File: config.mk
export PLATFORM = sky130hd
export DESIGN_NAME = ccr_core_regs
export DESIGN_NICKNAME = d
export VERILOG_FILES = /design/src/verilog/ccr_flag_unit.v /design/src/verilog/ccr_pointer_bank.v /design/src/verilog/ccr_core_regs.v
export VERILOG_INCLUDE_DIRS = /design/src /design/src/verilog
export SDC_FILE = /design/constraint.sdc
export NUM_CORES = 1
export LEC_CHECK = 0
export BUFFER_PORTS_ARGS = -buffer_cell sky130_fd_sc_hd__buf_2
export CAP_MARGIN = 0
export CORE_MARGIN = 1.5
export CORE_UTILIZATION = 50
export CTS_BUF_LIST = sky130_fd_sc_hd__clkbuf_8
export CTS_CLUSTER_SIZE = 25
export DETAILED_ROUTE_END_ITERATION = 8
export HOLD_SLACK_MARGIN = 0.03
export PLACE_DENSITY = 0.7
export SYNTH_ARGS = -nofsm -noshare
export SYNTH_HDL_FRONTEND = slang
export SYNTH_SLANG_ARGS = --single-unit
File: constraint.sdc
create_clock -name core_clk_i -period 3.25 [get_ports core_clk_i]
set_input_delay 0.65 -clock core_clk_i [delete_from_list [all_inputs] [get_ports core_clk_i]]
set_output_delay 0.65 -clock core_clk_i [all_outputs]
set_load 0.005 [all_outputs]
File: src/verilog/ccr_defines.vh
// register map, field positions, reset values and constants for the core register block
//
// Contract
// RULE1 - bank bits map registers to RAM banks
// RULE2 - carry from bit7 carry or borrow
// RULE3 - nibble carry across low/high halves
// RULE4 - overflow when signed range exceeded
// RULE5 - bit0 read-only accumulator odd parity
// RULE6 - bits 5 and 1 software user flags
// RULE7 - flag update set per operation class
// RULE8 - set/clear/bit ops change only carry
// RULE9 - accumulator 8-bit, resets to zero
// RULE10 - aux register 8-bit, resets to zero
// RULE11 - two pointers, selected by select bit
// RULE12 - low/high bytes form 16-bit pointer
// RULE13 - push increments pointer before store
// RULE14 - pop reads first, then decrements
// RULE15 - stack pointer resets to seven
// RULE16 - bank locations remain ordinary RAM
// RULE17 - config reads per boot state, variant
// RULE18 - identity register read-only fixed code
// RULE19 - unlock write-only, shares identity address
// RULE20 - power control resets to 10h
// RULE21 - unlock by 55h then AAh, timed
// RULE22 - boot bit set power-on, cleared soft
// RULE23 - explicit status write beats flag updates
`ifndef CCR_DEFINES_VH
`define CCR_DEFINES_VH

// register addresses
`define CCR_ADDR_SP      8'h81
`define CCR_ADDR_DPL     8'h82
`define CCR_ADDR_DPH     8'h83
`define CCR_ADDR_PWR     8'h87
`define CCR_ADDR_ID      8'hA1
`define CCR_ADDR_XAUX    8'hA2
`define CCR_ADDR_CFG     8'hB1
`define CCR_ADDR_PSW     8'hD0
`define CCR_ADDR_ACC     8'hE0
`define CCR_ADDR_AUX     8'hF0

// reset values
`define CCR_RST_SP       8'h07
`define CCR_RST_ZERO     8'h00
`define CCR_RST_PWR      8'h10
`define CCR_RST_PTR      16'h0000

// status word bit positions
`define CCR_PSW_CY       7
`define CCR_PSW_AC       6
`define CCR_PSW_F0       5
`define CCR_PSW_RS1      4
`define CCR_PSW_RS0      3
`define CCR_PSW_OV       2
`define CCR_PSW_F1       1
`define CCR_PSW_P        0

// config register fields
`define CCR_CFG_BOOT     5
`define CCR_CFG_SWRST    4
`define CCR_CFG_TOP_BIG  2'b10
`define CCR_CFG_TOP_SML  2'b11
`define CCR_CFG_LOW_MSK  8'h0F
`define CCR_XAUX_SEL     0

// unlock sequence codes
`define CCR_UNLOCK_A     8'h55
`define CCR_UNLOCK_B     8'hAA

// protected window, in nanoseconds, and clock period
`define CCR_SAFE_NS      575
`define CCR_CLK_NS       25

// flag operation codes
`define CCR_OP_NONE      4'h0
`define CCR_OP_ADD       4'h1
`define CCR_OP_ADDC      4'h2
`define CCR_OP_SUBB      4'h3
`define CCR_OP_MULDIV    4'h4
`define CCR_OP_CYONLY    4'h5
`define CCR_OP_SETC      4'h6
`define CCR_OP_CLRC      4'h7

`endif

File: src/verilog/ccr_flag_unit.v
// combinational carry, nibble carry and overflow generator
`timescale 1ns/1ps
`default_nettype none
`include "ccr_defines.vh"

module ccr_flag_unit (
  // operands
  input  wire [7:0] opa_i,
  input  wire [7:0] opb_i,
  input  wire       cin_i,
  input  wire       sub_i,
  // results
  output reg  [7:0] sum_o,
  output reg        cy_o,
  output reg        ac_o,
  output reg        ov_o
);

  reg [8:0] full_w; // wide sum
  reg [4:0] nib_w;  // low nibble sum

  // add or subtract with borrow
  always @* begin
    full_w = 9'h000;
    nib_w  = 5'h00;
    if (sub_i) begin
      full_w = {1'b0, opa_i} - {1'b0, opb_i} - {8'h00, cin_i};
      nib_w  = {1'b0, opa_i[3:0]} - {1'b0, opb_i[3:0]} - {4'h0, cin_i};
    end else begin
      full_w = {1'b0, opa_i} + {1'b0, opb_i} + {8'h00, cin_i};
      nib_w  = {1'b0, opa_i[3:0]} + {1'b0, opb_i[3:0]} + {4'h0, cin_i};
    end
    sum_o = full_w[7:0];
    // RULE2 carry out of top bit
    cy_o  = full_w[8];
    // RULE3 nibble boundary carry
    ac_o  = nib_w[4];
    // RULE4 signed range overflow
    if (sub_i)
      ov_o = (opa_i[7] != opb_i[7]) && (full_w[7] != opa_i[7]);
    else
      ov_o = (opa_i[7] == opb_i[7]) && (full_w[7] != opa_i[7]);
  end

endmodule
`default_nettype wire

File: src/verilog/ccr_pointer_bank.v
// two physical 16-bit data pointers with a select
`timescale 1ns/1ps
`default_nettype none
`include "ccr_defines.vh"

module ccr_pointer_bank (
  // clock and reset
  input  wire        core_clk_i,
  input  wire        reset_n_i,
  // control
  input  wire        sel_i,
  input  wire        wr_lo_i,
  input  wire        wr_hi_i,
  input  wire [7:0]  wdata_i,
  // selected pointer
  output wire [15:0] ptr_o
);

  reg [15:0] ptr0_q; // pointer zero
  reg [15:0] ptr1_q; // pointer one

  // RULE11 selected pointer takes byte writes
  always @(posedge core_clk_i or negedge reset_n_i) begin
    if (!reset_n_i) begin
      ptr0_q <= `CCR_RST_PTR;
      ptr1_q <= `CCR_RST_PTR;
    end else begin
      if (wr_lo_i && !sel_i) ptr0_q[7:0]  <= wdata_i;
      if (wr_hi_i && !sel_i) ptr0_q[15:8] <= wdata_i;
      if (wr_lo_i && sel_i)  ptr1_q[7:0]  <= wdata_i;
      if (wr_hi_i && sel_i)  ptr1_q[15:8] <= wdata_i;
    end
  end

  // RULE11 current pointer view
  assign ptr_o = sel_i ? ptr1_q : ptr0_q;

endmodule
`default_nettype wire

File: src/verilog/ccr_core_regs.v
// core special-function registers: accumulator, aux, status, pointers, stack, config
//
// Chosen here: the address-and-strobe port.
`timescale 1ns/1ps
`default_nettype none
`include "ccr_defines.vh"

module ccr_core_regs #(
  parameter       BIG_VARIANT = 1,     // 1 larger device, 0 smaller
  parameter [7:0] ID_BIG      = 8'hC5, // arbitrary identity value
  parameter [7:0] ID_SMALL    = 8'hC4  // arbitrary identity value
) (
  // clock and reset
  input  wire        core_clk_i,
  input  wire        reset_n_i,
  // register port
  input  wire [7:0]  addr_i,
  input  wire [7:0]  wdata_i,
  input  wire        wr_i,
  input  wire        rd_i,
  output reg  [7:0]  rdata_o,
  // arithmetic flag request
  input  wire [3:0]  flag_op_i,
  input  wire [7:0]  opb_i,
  input  wire        cy_value_i,
  input  wire        md_ov_i,
  input  wire        acc_wr_i,
  input  wire [7:0]  acc_wdata_i,
  // stack requests
  input  wire        push_i,
  input  wire        pop_i,
  // views
  output reg  [7:0]  acc_o,
  output reg  [7:0]  psw_o,
  output reg  [7:0]  sp_o,
  output reg  [15:0] data_pointer_word_o,
  output reg  [4:0]  bank_base_o,
  output reg  [7:0]  stack_addr_o,
  output reg         safe_open_o,
  output reg         sw_reset_o
);

  // protected window length in clocks, rounded down
  localparam integer SAFE_CYC = `CCR_SAFE_NS / `CCR_CLK_NS;

  // one-hot unlock states
  localparam [2:0] ST_IDLE = 3'b001;
  localparam [2:0] ST_HALF = 3'b010;
  localparam [2:0] ST_OPEN = 3'b100;

  reg  [7:0]  acc_q;        // accumulator
  reg  [7:0]  aux_q;        // multiply/divide aux
  reg  [7:0]  psw_q;        // status word without parity
  reg  [7:0]  sp_q;         // stack pointer
  reg  [7:0]  pwr_q;        // power control
  reg  [7:0]  xaux_q;       // external bus aux
  reg  [3:0]  cfg_low_q;    // config low bits
  reg         boot_q;       // boot state flag
  reg  [7:0]  unlock_q;     // last unlock write
  reg  [2:0]  st_q;         // unlock state
  reg  [4:0]  safe_cnt_q;   // window counter
  reg         swr_q;        // soft reset pending
  reg  [7:0]  rdata_d;      // read mux
  reg  [7:0]  psw_d;        // next status
  wire [7:0]  sum_w;        // adder result
  wire        cy_w;         // adder carry
  wire        ac_w;         // adder nibble carry
  wire        ov_w;         // adder overflow
  wire [15:0] ptr_w;        // selected pointer
  wire        parity_w;     // accumulator parity
  wire [7:0]  cfg_w;        // config read value
  wire        is_sub_w;     // subtract op
  wire        cin_w;        // adder carry in

  // adder operand setup
  assign is_sub_w = (flag_op_i == `CCR_OP_SUBB);
  assign cin_w    = (flag_op_i == `CCR_OP_ADDC || is_sub_w) ? psw_q[`CCR_PSW_CY] : 1'b0;

  // arithmetic flag generator
  ccr_flag_unit u_flags (
    .opa_i (acc_q),
    .opb_i (opb_i),
    .cin_i (cin_w),
    .sub_i (is_sub_w),
    .sum_o (sum_w),
    .cy_o  (cy_w),
    .ac_o  (ac_w),
    .ov_o  (ov_w)
  );

  // switchable data pointers
  ccr_pointer_bank u_ptrs (
    .core_clk_i (core_clk_i),
    .reset_n_i  (reset_n_i),
    .sel_i      (xaux_q[`CCR_XAUX_SEL]),
    .wr_lo_i    (wr_i && addr_i == `CCR_ADDR_DPL),
    .wr_hi_i    (wr_i && addr_i == `CCR_ADDR_DPH),
    .wdata_i    (wdata_i),
    .ptr_o      (ptr_w)
  );

  // RULE5 odd count of ones sets parity
  assign parity_w = ^acc_q;

  // RULE17 config value by boot state and variant
  // low nibble kept at four bits so the concatenation stays eight wide
  assign cfg_w = {(BIG_VARIANT != 0) ? `CCR_CFG_TOP_BIG : `CCR_CFG_TOP_SML,
                  boot_q, 1'b0, cfg_low_q[3:0]};

  // next status word
  always @* begin
    psw_d = psw_q;
    case (flag_op_i)
      // RULE7 add class updates three flags
      `CCR_OP_ADD, `CCR_OP_ADDC, `CCR_OP_SUBB: begin
        psw_d[`CCR_PSW_CY] = cy_w;
        psw_d[`CCR_PSW_AC] = ac_w;
        psw_d[`CCR_PSW_OV] = ov_w;
      end
      // RULE7 multiply/divide clears carry
      `CCR_OP_MULDIV: begin
        psw_d[`CCR_PSW_CY] = 1'b0;
        psw_d[`CCR_PSW_OV] = md_ov_i;
      end
      // RULE8 carry-only operations
      `CCR_OP_CYONLY: begin
        psw_d[`CCR_PSW_CY] = cy_value_i;
      end
      // RULE8 forced carry
      `CCR_OP_SETC: begin
        psw_d[`CCR_PSW_CY] = 1'b1;
      end
      `CCR_OP_CLRC: begin
        psw_d[`CCR_PSW_CY] = 1'b0;
      end
      default: begin
        psw_d = psw_q;
      end
    endcase
    // RULE23 explicit write wins
    if (wr_i && addr_i == `CCR_ADDR_PSW)
      psw_d = wdata_i;
    // RULE6 user flags untouched by hardware paths above
    psw_d[`CCR_PSW_P] = 1'b0;
  end

  // arithmetic, status and aux registers
  always @(posedge core_clk_i or negedge reset_n_i) begin
    if (!reset_n_i) begin
      acc_q <= `CCR_RST_ZERO;
      aux_q <= `CCR_RST_ZERO;
      psw_q <= `CCR_RST_ZERO;
    end else begin
      psw_q <= psw_d;
      // RULE9 accumulator write paths
      if (wr_i && addr_i == `CCR_ADDR_ACC)
        acc_q <= wdata_i;
      else if (acc_wr_i)
        acc_q <= acc_wdata_i;
      else if (flag_op_i == `CCR_OP_ADD || flag_op_i == `CCR_OP_ADDC ||
               flag_op_i == `CCR_OP_SUBB)
        acc_q <= sum_w;
      // RULE10 aux register write
      if (wr_i && addr_i == `CCR_ADDR_AUX)
        aux_q <= wdata_i;
    end
  end

  // stack pointer
  always @(posedge core_clk_i or negedge reset_n_i) begin
    if (!reset_n_i) begin
      // RULE15 reset so first push hits 08h
      sp_q <= `CCR_RST_SP;
    end else if (wr_i && addr_i == `CCR_ADDR_SP) begin
      sp_q <= wdata_i;
    end else if (push_i) begin
      // RULE13 increment before store
      sp_q <= sp_q + 8'h01;
    end else if (pop_i) begin
      // RULE14 decrement after read
      sp_q <= sp_q - 8'h01;
    end
  end

  // power control and external bus aux
  always @(posedge core_clk_i or negedge reset_n_i) begin
    if (!reset_n_i) begin
      // RULE20 power-on value
      pwr_q  <= `CCR_RST_PWR;
      xaux_q <= `CCR_RST_ZERO;
    end else begin
      if (wr_i && addr_i == `CCR_ADDR_PWR)
        pwr_q <= wdata_i;
      if (wr_i && addr_i == `CCR_ADDR_XAUX)
        xaux_q <= wdata_i;
    end
  end

  // unlock sequence and timed window
  always @(posedge core_clk_i or negedge reset_n_i) begin
    if (!reset_n_i) begin
      // RULE19 unlock resets to zero
      unlock_q   <= `CCR_RST_ZERO;
      st_q       <= ST_IDLE;
      safe_cnt_q <= 5'h00;
    end else begin
      if (wr_i && addr_i == `CCR_ADDR_ID)
        unlock_q <= wdata_i;
      case (st_q)
        // RULE21 first code
        ST_IDLE: begin
          if (wr_i && addr_i == `CCR_ADDR_ID && wdata_i == `CCR_UNLOCK_A)
            st_q <= ST_HALF;
        end
        // RULE21 second code opens window
        ST_HALF: begin
          if (wr_i && addr_i == `CCR_ADDR_ID) begin
            if (wdata_i == `CCR_UNLOCK_B) begin
              st_q       <= ST_OPEN;
              safe_cnt_q <= SAFE_CYC[4:0];
            end else if (wdata_i != `CCR_UNLOCK_A) begin
              st_q <= ST_IDLE;
            end
          end
        end
        // RULE21 expiry or any write to the identity address closes
        ST_OPEN: begin
          if ((wr_i && addr_i == `CCR_ADDR_ID) || safe_cnt_q == 5'h01) begin
            st_q       <= ST_IDLE;
            safe_cnt_q <= 5'h00;
          end else begin
            safe_cnt_q <= safe_cnt_q - 5'h01;
          end
        end
        default: begin
          st_q <= ST_IDLE;
        end
      endcase
    end
  end

  // config register: low bits only in protected window
  always @(posedge core_clk_i or negedge reset_n_i) begin
    if (!reset_n_i) begin
      // RULE22 set at power-on
      boot_q    <= 1'b1;
      cfg_low_q <= 4'h0;
      swr_q     <= 1'b0;
    end else begin
      swr_q <= 1'b0;
      if (wr_i && addr_i == `CCR_ADDR_CFG && st_q == ST_OPEN) begin
        cfg_low_q <= wdata_i[3:0];
        if (wdata_i[`CCR_CFG_SWRST]) begin
          // RULE22 soft reset clears boot state
          boot_q <= 1'b0;
          swr_q  <= 1'b1;
        end
      end
    end
  end

  // read data mux
  always @* begin
    rdata_d = 8'h00;
    case (addr_i)
      `CCR_ADDR_ACC:  rdata_d = acc_q;
      `CCR_ADDR_AUX:  rdata_d = aux_q;
      `CCR_ADDR_PSW:  rdata_d = {psw_q[7:1], parity_w};
      `CCR_ADDR_SP:   rdata_d = sp_q;
      // RULE12 pointer bytes
      `CCR_ADDR_DPL:  rdata_d = ptr_w[7:0];
      `CCR_ADDR_DPH:  rdata_d = ptr_w[15:8];
      `CCR_ADDR_PWR:  rdata_d = pwr_q;
      // RULE18 fixed identity on read
      `CCR_ADDR_ID:   rdata_d = (BIG_VARIANT != 0) ? ID_BIG : ID_SMALL;
      `CCR_ADDR_XAUX: rdata_d = xaux_q;
      `CCR_ADDR_CFG:  rdata_d = cfg_w;
      default:        rdata_d = 8'h00;
    endcase
  end

  // registered outputs
  always @(posedge core_clk_i or negedge reset_n_i) begin
    if (!reset_n_i) begin
      rdata_o      <= 8'h00;
      acc_o        <= `CCR_RST_ZERO;
      psw_o        <= `CCR_RST_ZERO;
      sp_o         <= `CCR_RST_SP;
      data_pointer_word_o       <= `CCR_RST_PTR;
      bank_base_o  <= 5'h00;
      stack_addr_o <= `CCR_RST_SP;
      safe_open_o  <= 1'b0;
      sw_reset_o   <= 1'b0;
    end else begin
      rdata_o      <= rd_i ? rdata_d : 8'h00;
      acc_o        <= acc_q;
      psw_o        <= {psw_q[7:1], parity_w};
      sp_o         <= sp_q;
      data_pointer_word_o       <= ptr_w;
      // RULE1 bank base address, RULE16 RAM unaffected
      bank_base_o  <= {psw_q[`CCR_PSW_RS1], psw_q[`CCR_PSW_RS0], 3'b000};
      // RULE13 store address is incremented pointer
      stack_addr_o <= push_i ? sp_q + 8'h01 : sp_q;
      safe_open_o  <= (st_q == ST_OPEN);
      sw_reset_o   <= swr_q;
    end
  end

endmodule
`default_nettype wire

==> impl_metrics.toml, run 1 <==
[critical_path]
cp-start-kind = "flop"
required_ns = 3.59
path_max_fanout = 4
cp.arrival_ns = 3.27
cp-end-kind = "flop"
critical_path_class = "reg -> reg"

[yosys]
synth.distinct_cells = 70
synth_area_um2 = 7746
syn_avg_cell_area_um2 = 10.76
syn_inst = 720
ys_seq_area_share_pct = 48.97
synth-seq-cells = 151
synth_flop_cell = "dfrtp_1"
async_reset_ff_share_pct = 100.0
yosysWarningCount = 0
synth_edf_count = 0

[cts]
cts_made_buffers = 17
clockBufferDepth = 2
cts-resized-gates = 0
htree_levels = 4
post-cts-setup-buffers = 0
clock-sinks = 151
cts_root_buf = "clkbuf_8"
cts_tree = "built"
clkTransAtPathRegs_ns = 0.09
ctsHoldBuffers = 0
clk_latency_ns = 0.46

[floorplanning]
initial_core_util_pct = 51.14
fp.dieW_um = 127.5
dieArea_um2 = 16250
die_h_um = 127.5
rows = 45
core_um2 = 15150
ios = 108

[power]
p_int_mw = 3.307
pwr-share-comb_pct = 21.1
total_power_mw = 4.778
p_seq_share_pct = 48.6
p_per_area_nw_per_um2 = 531.2
p_leak_nw = 4.373
vdd_drop_max_mv = 0.2836
switching_share_pct = 30.79
switching_power_mw = 1.471
pwr-share-clk_pct = 30.3

[routing]
vias = 5930
ant_nets = 0
drtPass1Iterations = 6
wl_mm = 19.58
via_per_inst = 5.713
drc = 0
wl_per_cell_um = 18.86
drt_first_iter_violations = 442

[final_layout]
most-common-layout-cells = "dfrtp_1, buf_2, nand2_1"
finalNonFillerCells = 1038
n_fill_cell = 1277
syn2layout_area_growth_pct = 16.12
final_common_cell = "dfrtp_1"
drive_above_1_share_pct = 26.50
fin_area_um2 = 8995
num-nets-final = 912

[placed_design]
place_area_um2 = 8589
port-buffer-count = 104
pre_cts_ws_ns = -0.01494
finalWeightedCongestion = 0.8706
hpwl_mm = 14.30
placed_cells = 1005

[sta]
relSlewSlack_pct = 47.64
slew_violations = 0
hold_viol = 0
skew_ns = 0.01086
min_period_ns = 2.923
finalSetupViolations = 0
min_period_over_period_pct = 89.94
rsz0062_at_grt = "false"
max_freq_mhz = 342.1
worst_slack_ns = 0.3268
max_slew.worst_pin.slew_ns = 0.7820

[outcome]
run_status = "completed"

[grt]
antenna_found_initial = 0
grt_pass1_wl_mm = 31.31
grt_max_degree = 85
globalRouteOverflowTotal = 0
track_usage_pct = 25.33
grt_pass1_vias = 5882

[hold_path]
hold_path.class = "in -> async"

[job]
max-cap-violations = 0
per-layer routing:
layer  GRT usage (%)  share of wire (%)  vias up
met4           8.021                1.7        0
met3           5.905                6.8       26
met5               0                  0        -
li1                -                  -     2771
met2           41.27                 48      208
met1           33.72                 43     2925
through the flow:
stage | utilization, % | hold slack (ns) | TNS, ns
after floorplan | - | 0.3312 | 0
after global placement | 56.71 | 0.3418 | -0.007965
after detailed placement | 56.71 | 0.3425 | -0.01494
after CTS | 59.37 | 0.2382 | 0
after global routing | 59.37 | 0.2815 | 0
final | 59.39 | 0.2124 | 0
final cells by class:
cell class	instances	area (um2)	area share, %
tap	188	235.2	2.615
sequential	151	3794	42.18
multi-input combinational	492	3635	40.41
clock inverter	15	168.9	1.878
antenna	1	2.502	0.02782
clock buffer	17	234.0	2.601
inverter	37	138.9	1.544
timing repair buffer	137	787.0	8.749
power groups by stage:
| stage | combinational (mW) | clock (mW) | sequential [mW] |
|---|---|---|---|
| after floorplan | 0.641 | 0 | 2.30 |
| after global placement | 0.998 | 0 | 2.35 |
| after detailed placement | 1.01 | 0 | 2.36 |
| after CTS | 1.01 | 1.49 | 2.32 |
| after global routing | 1.13 | 1.56 | 2.36 |
| final | 1.01 | 1.45 | 2.32 |
registers in the layout, indices dropped and copies added (netlist names), 3 cells and up:
register             count
acc_o                    8
acc_q                    8
aux_q                    8
cfg_low_q                4
data_pointer_word_o     16
psw_o                    8
psw_q                    7
pwr_q                    8
rdata_o                  8
safe_cnt_q               5
sp_o                     8
sp_q                     8
st_q                     3
stack_addr_o             8
u_ptrs.ptr0_q           16
u_ptrs.ptr1_q           16
xaux_q                   8
critical path, stage by stage, from the launching register on:
cell and delay [ns]:
dfrtp_1 0.45, and3_1 0.24, buf_4 0.15, fa_1 0.37, a21oi_1 0.21, nor4_1 0.10
o41a_1 0.36, or4_1 0.43, o211ai_2 0.10, xnor2_1 0.09, a221o_1 0.32
cells in the mapped netlist (all sizes together) (7+ instances only):
| library cell | n | area [um2] |
|---|---|---|
| xor2 | 8 | 70.07 |
| nand3 | 15 | 80.08 |
| nor2b | 8 | 50.05 |
| a31oi | 7 | 43.79 |
| mux2 | 75 | 844.6 |
| buf | 16 | 88.84 |
| nand2 | 66 | 252.7 |
| inv | 37 | 138.9 |
| a21oi | 43 | 215.2 |
| ha | 27 | 337.8 |
| nor2 | 47 | 186.4 |
| xnor2 | 28 | 245.2 |
| a22oi | 8 | 60.06 |
| dfstp | 12 | 315.3 |
| o21ai | 40 | 200.2 |
| nor3 | 10 | 65.06 |
| dfrtp | 139 | 3478 |
| clkbuf | 26 | 97.59 |
kinds of logic (layout without fill, tap and decap cells):
family / Yosys count / after routing / share of synthesized area [%]
and+or+nand+nor: 195 / 195 / 13.41
DFF: 151 / 151 / 48.97
AOI/OAI and AO/OA: 146 / 146 / 11.90
muxes: 81 / 81 / 12.00
buffers and inverters: 79 / 206 / 4.200
xor gates and xnor gates: 36 / 36 / 4.071
adders and majority gates: 31 / 31 / 5.395
other: 1 / 4 / 0.04841
worst paths after layout:
check	startpoint	endpoint	slack, ns	cells after the start
max	psw_q[7]$_DFFE_PN0P_	psw_q[2]$_DFFE_PN0P_	0.33	10
min	reset_n_i	acc_o[5]$_DFF_PN0_	0.21	1
max reg2reg	psw_q[7]$_DFFE_PN0P_	psw_q[2]$_DFFE_PN0P_	0.33	10
min reg2reg	swr_q$_DFF_PN0_	sw_reset_o$_DFF_PN0_	0.36	0
max in group asynchronous	reset_n_i	pwr_q[4]$_DFFE_PN1P_	2.18	2
min in group core_clk_i	swr_q$_DFF_PN0_	sw_reset_o$_DFF_PN0_	0.36	0
Note: power is estimated with default switching activity, not from simulation.
==> run 2: changes to the inputs <==
- ABC_AREA: not set -> 1
==> run 2 against run 1 <==
Via count rose by 14%. Synthesized cell count is 32% higher. Global-route usage is 0.11 points lower. Combinational power increased by 33%. Critical path type unchanged. Setup slack better by 0.45 ns. Non-clock buffer count shrank 23. Critical path depth rose by 5. Sequential share of layout area fell by 1.1 points.
==> impl_metrics.toml, run 2 <==
[cts]
clk_latency_ns = 0.47
post-cts-setup-buffers = 0
cts_tree = "built"
clock-sinks = 151
clockBufferDepth = 2
clkTransAtPathRegs_ns = 0.08
htree_levels = 4
cts_root_buf = "clkbuf_8"
cts_made_buffers = 17
cts-resized-gates = 0
ctsHoldBuffers = 0

[critical_path]
cp_cell_sequence = "inv_1 > nor3_1 > buf_4 > fa_1 > ha_1 > o21ai_0 > nand2_1 > nand2_1 > nand3_1 > nand3_1 > nand3_1 > nand3_1 > nand2_1 > nand2_1 > nand2_1"
cp-start-kind = "flop"
worstReg2RegStart = "psw_q[7]$_DFFE_PN0P_"
max_stage_delay_ns = 0.43
cp.arrival_ns = 2.83
rrSetupSlack_ns = 0.77
critPathBufInv = 2
critical-path-top-delay-family = "simple AND/OR/NAND/NOR gates"
rr_worst_depth = 15
path_max_fanout = 4
timing.rr.end = "psw_q[2]$_DFFE_PN0P_"
crit_top_cell = "nand2_1"
critical_path_class = "reg -> reg"
required_ns = 3.61
cpMaxStageDelayCell = "fa_1"
cp-end-kind = "flop"

[routing]
vias = 6732
drc = 0
wl_mm = 20.18
via_per_inst = 5.243
drt_first_iter_violations = 457
top_layer = "met4"
wl_per_cell_um = 15.72
wl_met1_mm = 9.313
dr_wl_met2_mm = 9.206
ant_nets = 0
drtPass1Iterations = 5
wl_met3_mm = 1.188

[yosys]
syn_inst = 947
yosysTopAreaCellShare_pct = 43.08
yosys.area.top_type = "dfrtp_1"
yosysWarningCount = 0
synth_area_um2 = 8074
synth-seq-cells = 151
synth_edf_count = 0
synth_area_leaders = "dfrtp_1, nand2_1, inv_1"
synth_flop_cell = "dfrtp_1"
ys_seq_area_share_pct = 46.99
synth.distinct_cells = 53
syn_avg_cell_area_um2 = 8.526
ys_top_cells_by_count = "nand2_1, dfrtp_1, inv_1, o21ai_0, nor2_1"
synthMostInstantiatedCell = "nand2_1"
async_reset_ff_share_pct = 100.0

[job]
max-cap-violations = 0

[final_layout]
antenna_cells = 0
fin_area_um2 = 9235
drive_above_1_share_pct = 22.28
final_common_cell = "nand2_1"
num-nets-final = 1132
most-common-layout-cells = "nand2_1, dfrtp_1, inv_1"
largestRegisters = "data_pointer_word_o: 16 flops, u_ptrs.ptr0_q: 16 flops, u_ptrs.ptr1_q: 16 flops"
syn2layout_area_growth_pct = 14.38

[sta]
min_period_ns = 2.475
skew_ns = 0.01017
worst_slack_ns = 0.7746
fin_hold_ws_ns = 0.1887
hold_viol = 0
setup_tns_ns = 0
slew_violations = 0
finalSetupViolations = 0
max_slew.worst_pin.slew_ns = 0.7057
rsz0062_at_grt = "false"
max_freq_mhz = 404.0
relSlewSlack_pct = 52.95
min_period_over_period_pct = 76.17

[floorplanning]
rows = 46
die_h_um = 130.1
dieArea_um2 = 16920
core_um2 = 15830
ios = 108
fp.dieW_um = 130.1
initial_core_util_pct = 51.01

[hold_path]
hold_path.class = "in -> async"

[grt]
track_usage_pct = 25.22
grt_max_degree = 76
grt_pass1_vias = 6134
globalRouteOverflowTotal = 0
antenna_found_initial = 0
grt_pass1_wl_mm = 31.97

[power]
p_leak_nw = 4.775
vdd_drop_max_mv = 0.2725
p_per_area_nw_per_um2 = 572.7

[outcome]
run_status = "completed"

[placed_design]
port-buffer-count = 104
pre_cts_ws_ns = 0.2823
place_area_um2 = 8785
finalWeightedCongestion = 0.8746
hpwl_mm = 14.84
run 2: final cells by class:
type	instances	area, um2
clock inverter	9	147.6
inverter	127	479.2
clock buffer	22	302.8
multi-input combinational	645	3627
tap	216	270.3
sequential	151	3794
fill	1453	6593
timing repair buffer	114	614.3
run 2: kinds of logic (layout without fill, tap and decap cells):
logic type | count (synthesis) | in the layout | synth area share [%]
simple gates | 416 | 416 | 23.20
compound gates | 177 | 177 | 14.43
buf+inv | 153 | 272 | 8.182
flops | 151 | 151 | 46.99
fa+ha+maj | 31 | 31 | 5.176
xor+xnor | 16 | 16 | 1.736
mux | 2 | 2 | 0.2480
other cells | 1 | 3 | 0.04645
run 2: how the worst max path moves through the flow:
stage	startpoint	to	slack, ns	cells after the start
5_1_grt	psw_q[7]$_DFFE_PN0P_	acc_q[5]$_DFFE_PN0P_	0.50	14
6_report	psw_q[7]$_DFFE_PN0P_	psw_q[2]$_DFFE_PN0P_	0.77	15
2_1_floorplan	flag_op_i[2]	psw_q[2]$_DFFE_PN0P_	0.62	15
4_1_cts	psw_q[7]$_DFFE_PN0P_	psw_q[2]$_DFFE_PN0P_	0.74	15
3_5_place_dp	flag_op_i[2]	psw_q[2]$_DFFE_PN0P_	0.28	17
3_3_place_gp	flag_op_i[2]	psw_q[2]$_DFFE_PN0P_	0.36	17
run 2: per-stage QoR:
stage	std cells	power, mW	utilization [%]
after global routing	1284	5.603	58.35
final	1284	5.289	58.35
after global placement	1253	3.681	55.50
after CTS	1284	5.294	58.35
after floorplan	949	3.207	-
after detailed placement	1253	3.704	55.50
run 2: report_power, final:
part	internal (mW)	switching (mW)
sequential	2.16	0.190
combinational	0.513	0.828
clock	0.928	0.674
run 2: per-layer routing:
metal | track usage, % | up-vias
li1 | - | 3305
met2 | 39.29 | 218
met1 | 35.67 | 3175
met5 | 0 | -
met4 | 8.627 | 0
met3 | 4.551 | 34
==> run 3: changes to the inputs <==
- PLACE_DENSITY: 0.7 -> 0.72
- clock period: 3.25 -> 2 ns (I/O delays scaled with it)
==> run 3 against run 2 <==
The flow now finishes with violations (setup timing). Critical endpoint is now acc_q[6]$_DFFE_PN0P_. Critical path depth is 2 higher. Routed wire length is 8.3% higher. Largest power group unchanged. First-iteration DRC count is 10% higher. Clock skew is 0.0017 ns higher. Sequential power is 60% higher. Global-route usage is 1.2 points higher. Combinational power is 110% higher.
==> impl_metrics.toml, run 3 (synthesis gave the netlist of run 2 again) <==
[outcome]
run_status = "finished with violations"
violations = "setup timing"

[critical_path]
path_max_fanout = 3
cp-start-kind = "flop"
critical_path_class = "reg -> reg"
max_stage_delay_ns = 0.40
cpMaxStageDelayCell = "dfrtp_1"
crit_top_cell = "nand2_1"
cp-end-kind = "flop"
cp.arrival_ns = 2.67
required_ns = 2.41
critical-path-top-delay-family = "simple AND/OR/NAND/NOR gates"
cp_cell_sequence = "inv_2 > nor3_4 > buf_4 > buf_6 > fa_2 > inv_2 > fa_2 > inv_2 > nand4_1 > nand3_2 > nand2_1 > nand2_1 > o21ai_2 > nand2_1 > nand3_1 > nand2_1 > nand2_1"
critPathBufInv = 5

[grt]
globalRouteOverflowTotal = 0
grt_pass1_wl_mm = 33.59
track_usage_pct = 26.46
antenna_found_initial = 0
grt_max_degree = 46
grt_pass1_vias = 6554

[routing]
ant_nets = 0
wl_per_cell_um = 16.12
wl_mm = 21.86
via_per_inst = 5.273
vias = 7150
drt_first_iter_violations = 504
drc = 0
drtPass1Iterations = 5

[floorplanning]
fp.dieW_um = 130.1
ios = 108
die_h_um = 130.1
dieArea_um2 = 16920
rows = 46
initial_core_util_pct = 51.01
core_um2 = 15830

[sta]
hold_viol = 0
min_period_over_period_pct = 112.8
finalSetupViolations = 11
skew_ns = 0.01183
max_freq_mhz = 443.4
min_period_ns = 2.255
worst_slack_ns = -0.2553
rsz0062_at_grt = "true"
slew_violations = 0

[placed_design]
hpwl_mm = 16.29
port-buffer-count = 104
finalWeightedCongestion = 0.9213

[power]
p_leak_nw = 5.108
p_per_area_nw_per_um2 = 889.0
vdd_drop_max_mv = 0.4754
total_power_mw = 8.752

[cts]
clock-sinks = 151
cts_tree = "built"
clockBufferDepth = 2
clkTransAtPathRegs_ns = 0.09
cts_root_buf = "clkbuf_8"
htree_levels = 4
clk_latency_ns = 0.47
cts_made_buffers = 17

[final_layout]
seq_area_um2 = 3794
syn2layout_area_growth_pct = 21.93
largestRegisters = "data_pointer_word_o: 16 flops, u_ptrs.ptr0_q: 16 flops, u_ptrs.ptr1_q: 16 flops"
fin_util_pct = 62.20
multi_input_area_um2 = 3754
antenna_cells = 0
most-common-layout-cells = "nand2_1, dfrtp_1, inv_1"
drive_above_1_share_pct = 30.18
num-nets-final = 1203
n_fill_cell = 1382
final_common_cell = "nand2_1"

[hold_path]
hold_path.class = "in -> reg"

[job]
max-cap-violations = 0
[run 3: cell types whose count changed in the layout (fill, tap and decap cells not counted), moves of 5 or more]
cell / previous run / this run
buf_4: 9 / 76
inv_2: 12 / 19
o21ai_0: 61 / 54
inv_1: 112 / 106
a21oi_1: 23 / 18
a21oi_2: 1 / 6
[run 3: final cells by class]
cell class	count	area share [%]
clock buffer	19	2.656
clock inverter	13	1.093
inverter	127	4.868
multi-input combinational	645	38.13
sequential	151	38.54
tap	216	2.745
timing repair buffer	185	11.97
[run 3: path summary, 6_finish.rpt]
check                      slack, ns            startpoint                    to  cells after the start
setup / recovery               -0.26  psw_q[7]$_DFFE_PN0P_  acc_q[6]$_DFFE_PN0P_                     17
hold / removal                  0.21        acc_wdata_i[4]  acc_q[4]$_DFFE_PN0P_                      3
setup reg to reg               -0.26  psw_q[7]$_DFFE_PN0P_  acc_q[6]$_DFFE_PN0P_                     17
hold reg to reg                 0.35       swr_q$_DFF_PN0_  sw_reset_o$_DFF_PN0_                      0
max in group asynchronous       0.98             reset_n_i   st_q[0]$_DFFE_PN1P_                      3
min in group asynchronous       0.41             reset_n_i    acc_o[6]$_DFF_PN0_                      2
[run 3: per-stage QoR]
stage	TNS (ns)	area [um2]	instances	setup slack [ns]	hold slack (ns)
floorplan	-1.497	8117	949	-0.2381	0.1044
global placement	-4.285	9318	1316	-0.5200	0.3324
detailed placement	-4.718	9318	1316	-0.5565	0.3347
CTS	-1.054	9778	1353	-0.2021	0.1877
global route	-3.455	9844	1356	-0.4225	0.2165
finish	-2.012	9844	1356	-0.2553	0.2050
[run 3: per-layer routing]
layer	vias up	routed length, um	global-route usage [%]
li1	3450	-	-
met1	3398	9616	35.34
met2	247	10170	41.02
met3	55	1285	5.822
met4	0	785	12.75
met5	-	0	0
[run 3: worst reg2reg max path, cell delays in order (launching register included)]
cell and delay [ns]:
dfrtp_1 0.40, inv_2 0.09, nor3_4 0.05, buf_4 0.13, buf_6 0.11, fa_2 0.38
inv_2 0.07, fa_2 0.23, inv_2 0.04, nand4_1 0.09, nand3_2 0.10, nand2_1 0.10
nand2_1 0.06, o21ai_2 0.12, nand2_1 0.06, nand3_1 0.07, nand2_1 0.05, nand2_1 0.06
[run 3: where the power goes]
group,total [mW],switching (mW),leakage (nW),internal (mW)
Combinational,2.83,1.62,2.96,1.21
Clock,2.18,1.14,0.188,1.04
Sequential,3.75,0.246,1.96,3.50
[run 3: repair_timing]
item	4_1_cts	5_1_grt
endpoints found under the hold margin	33	0
pin swaps	22	17
endpoints found under the setup margin	10	11
resized for setup	19	14
hold buffers	1	0
setup buffers	4	3
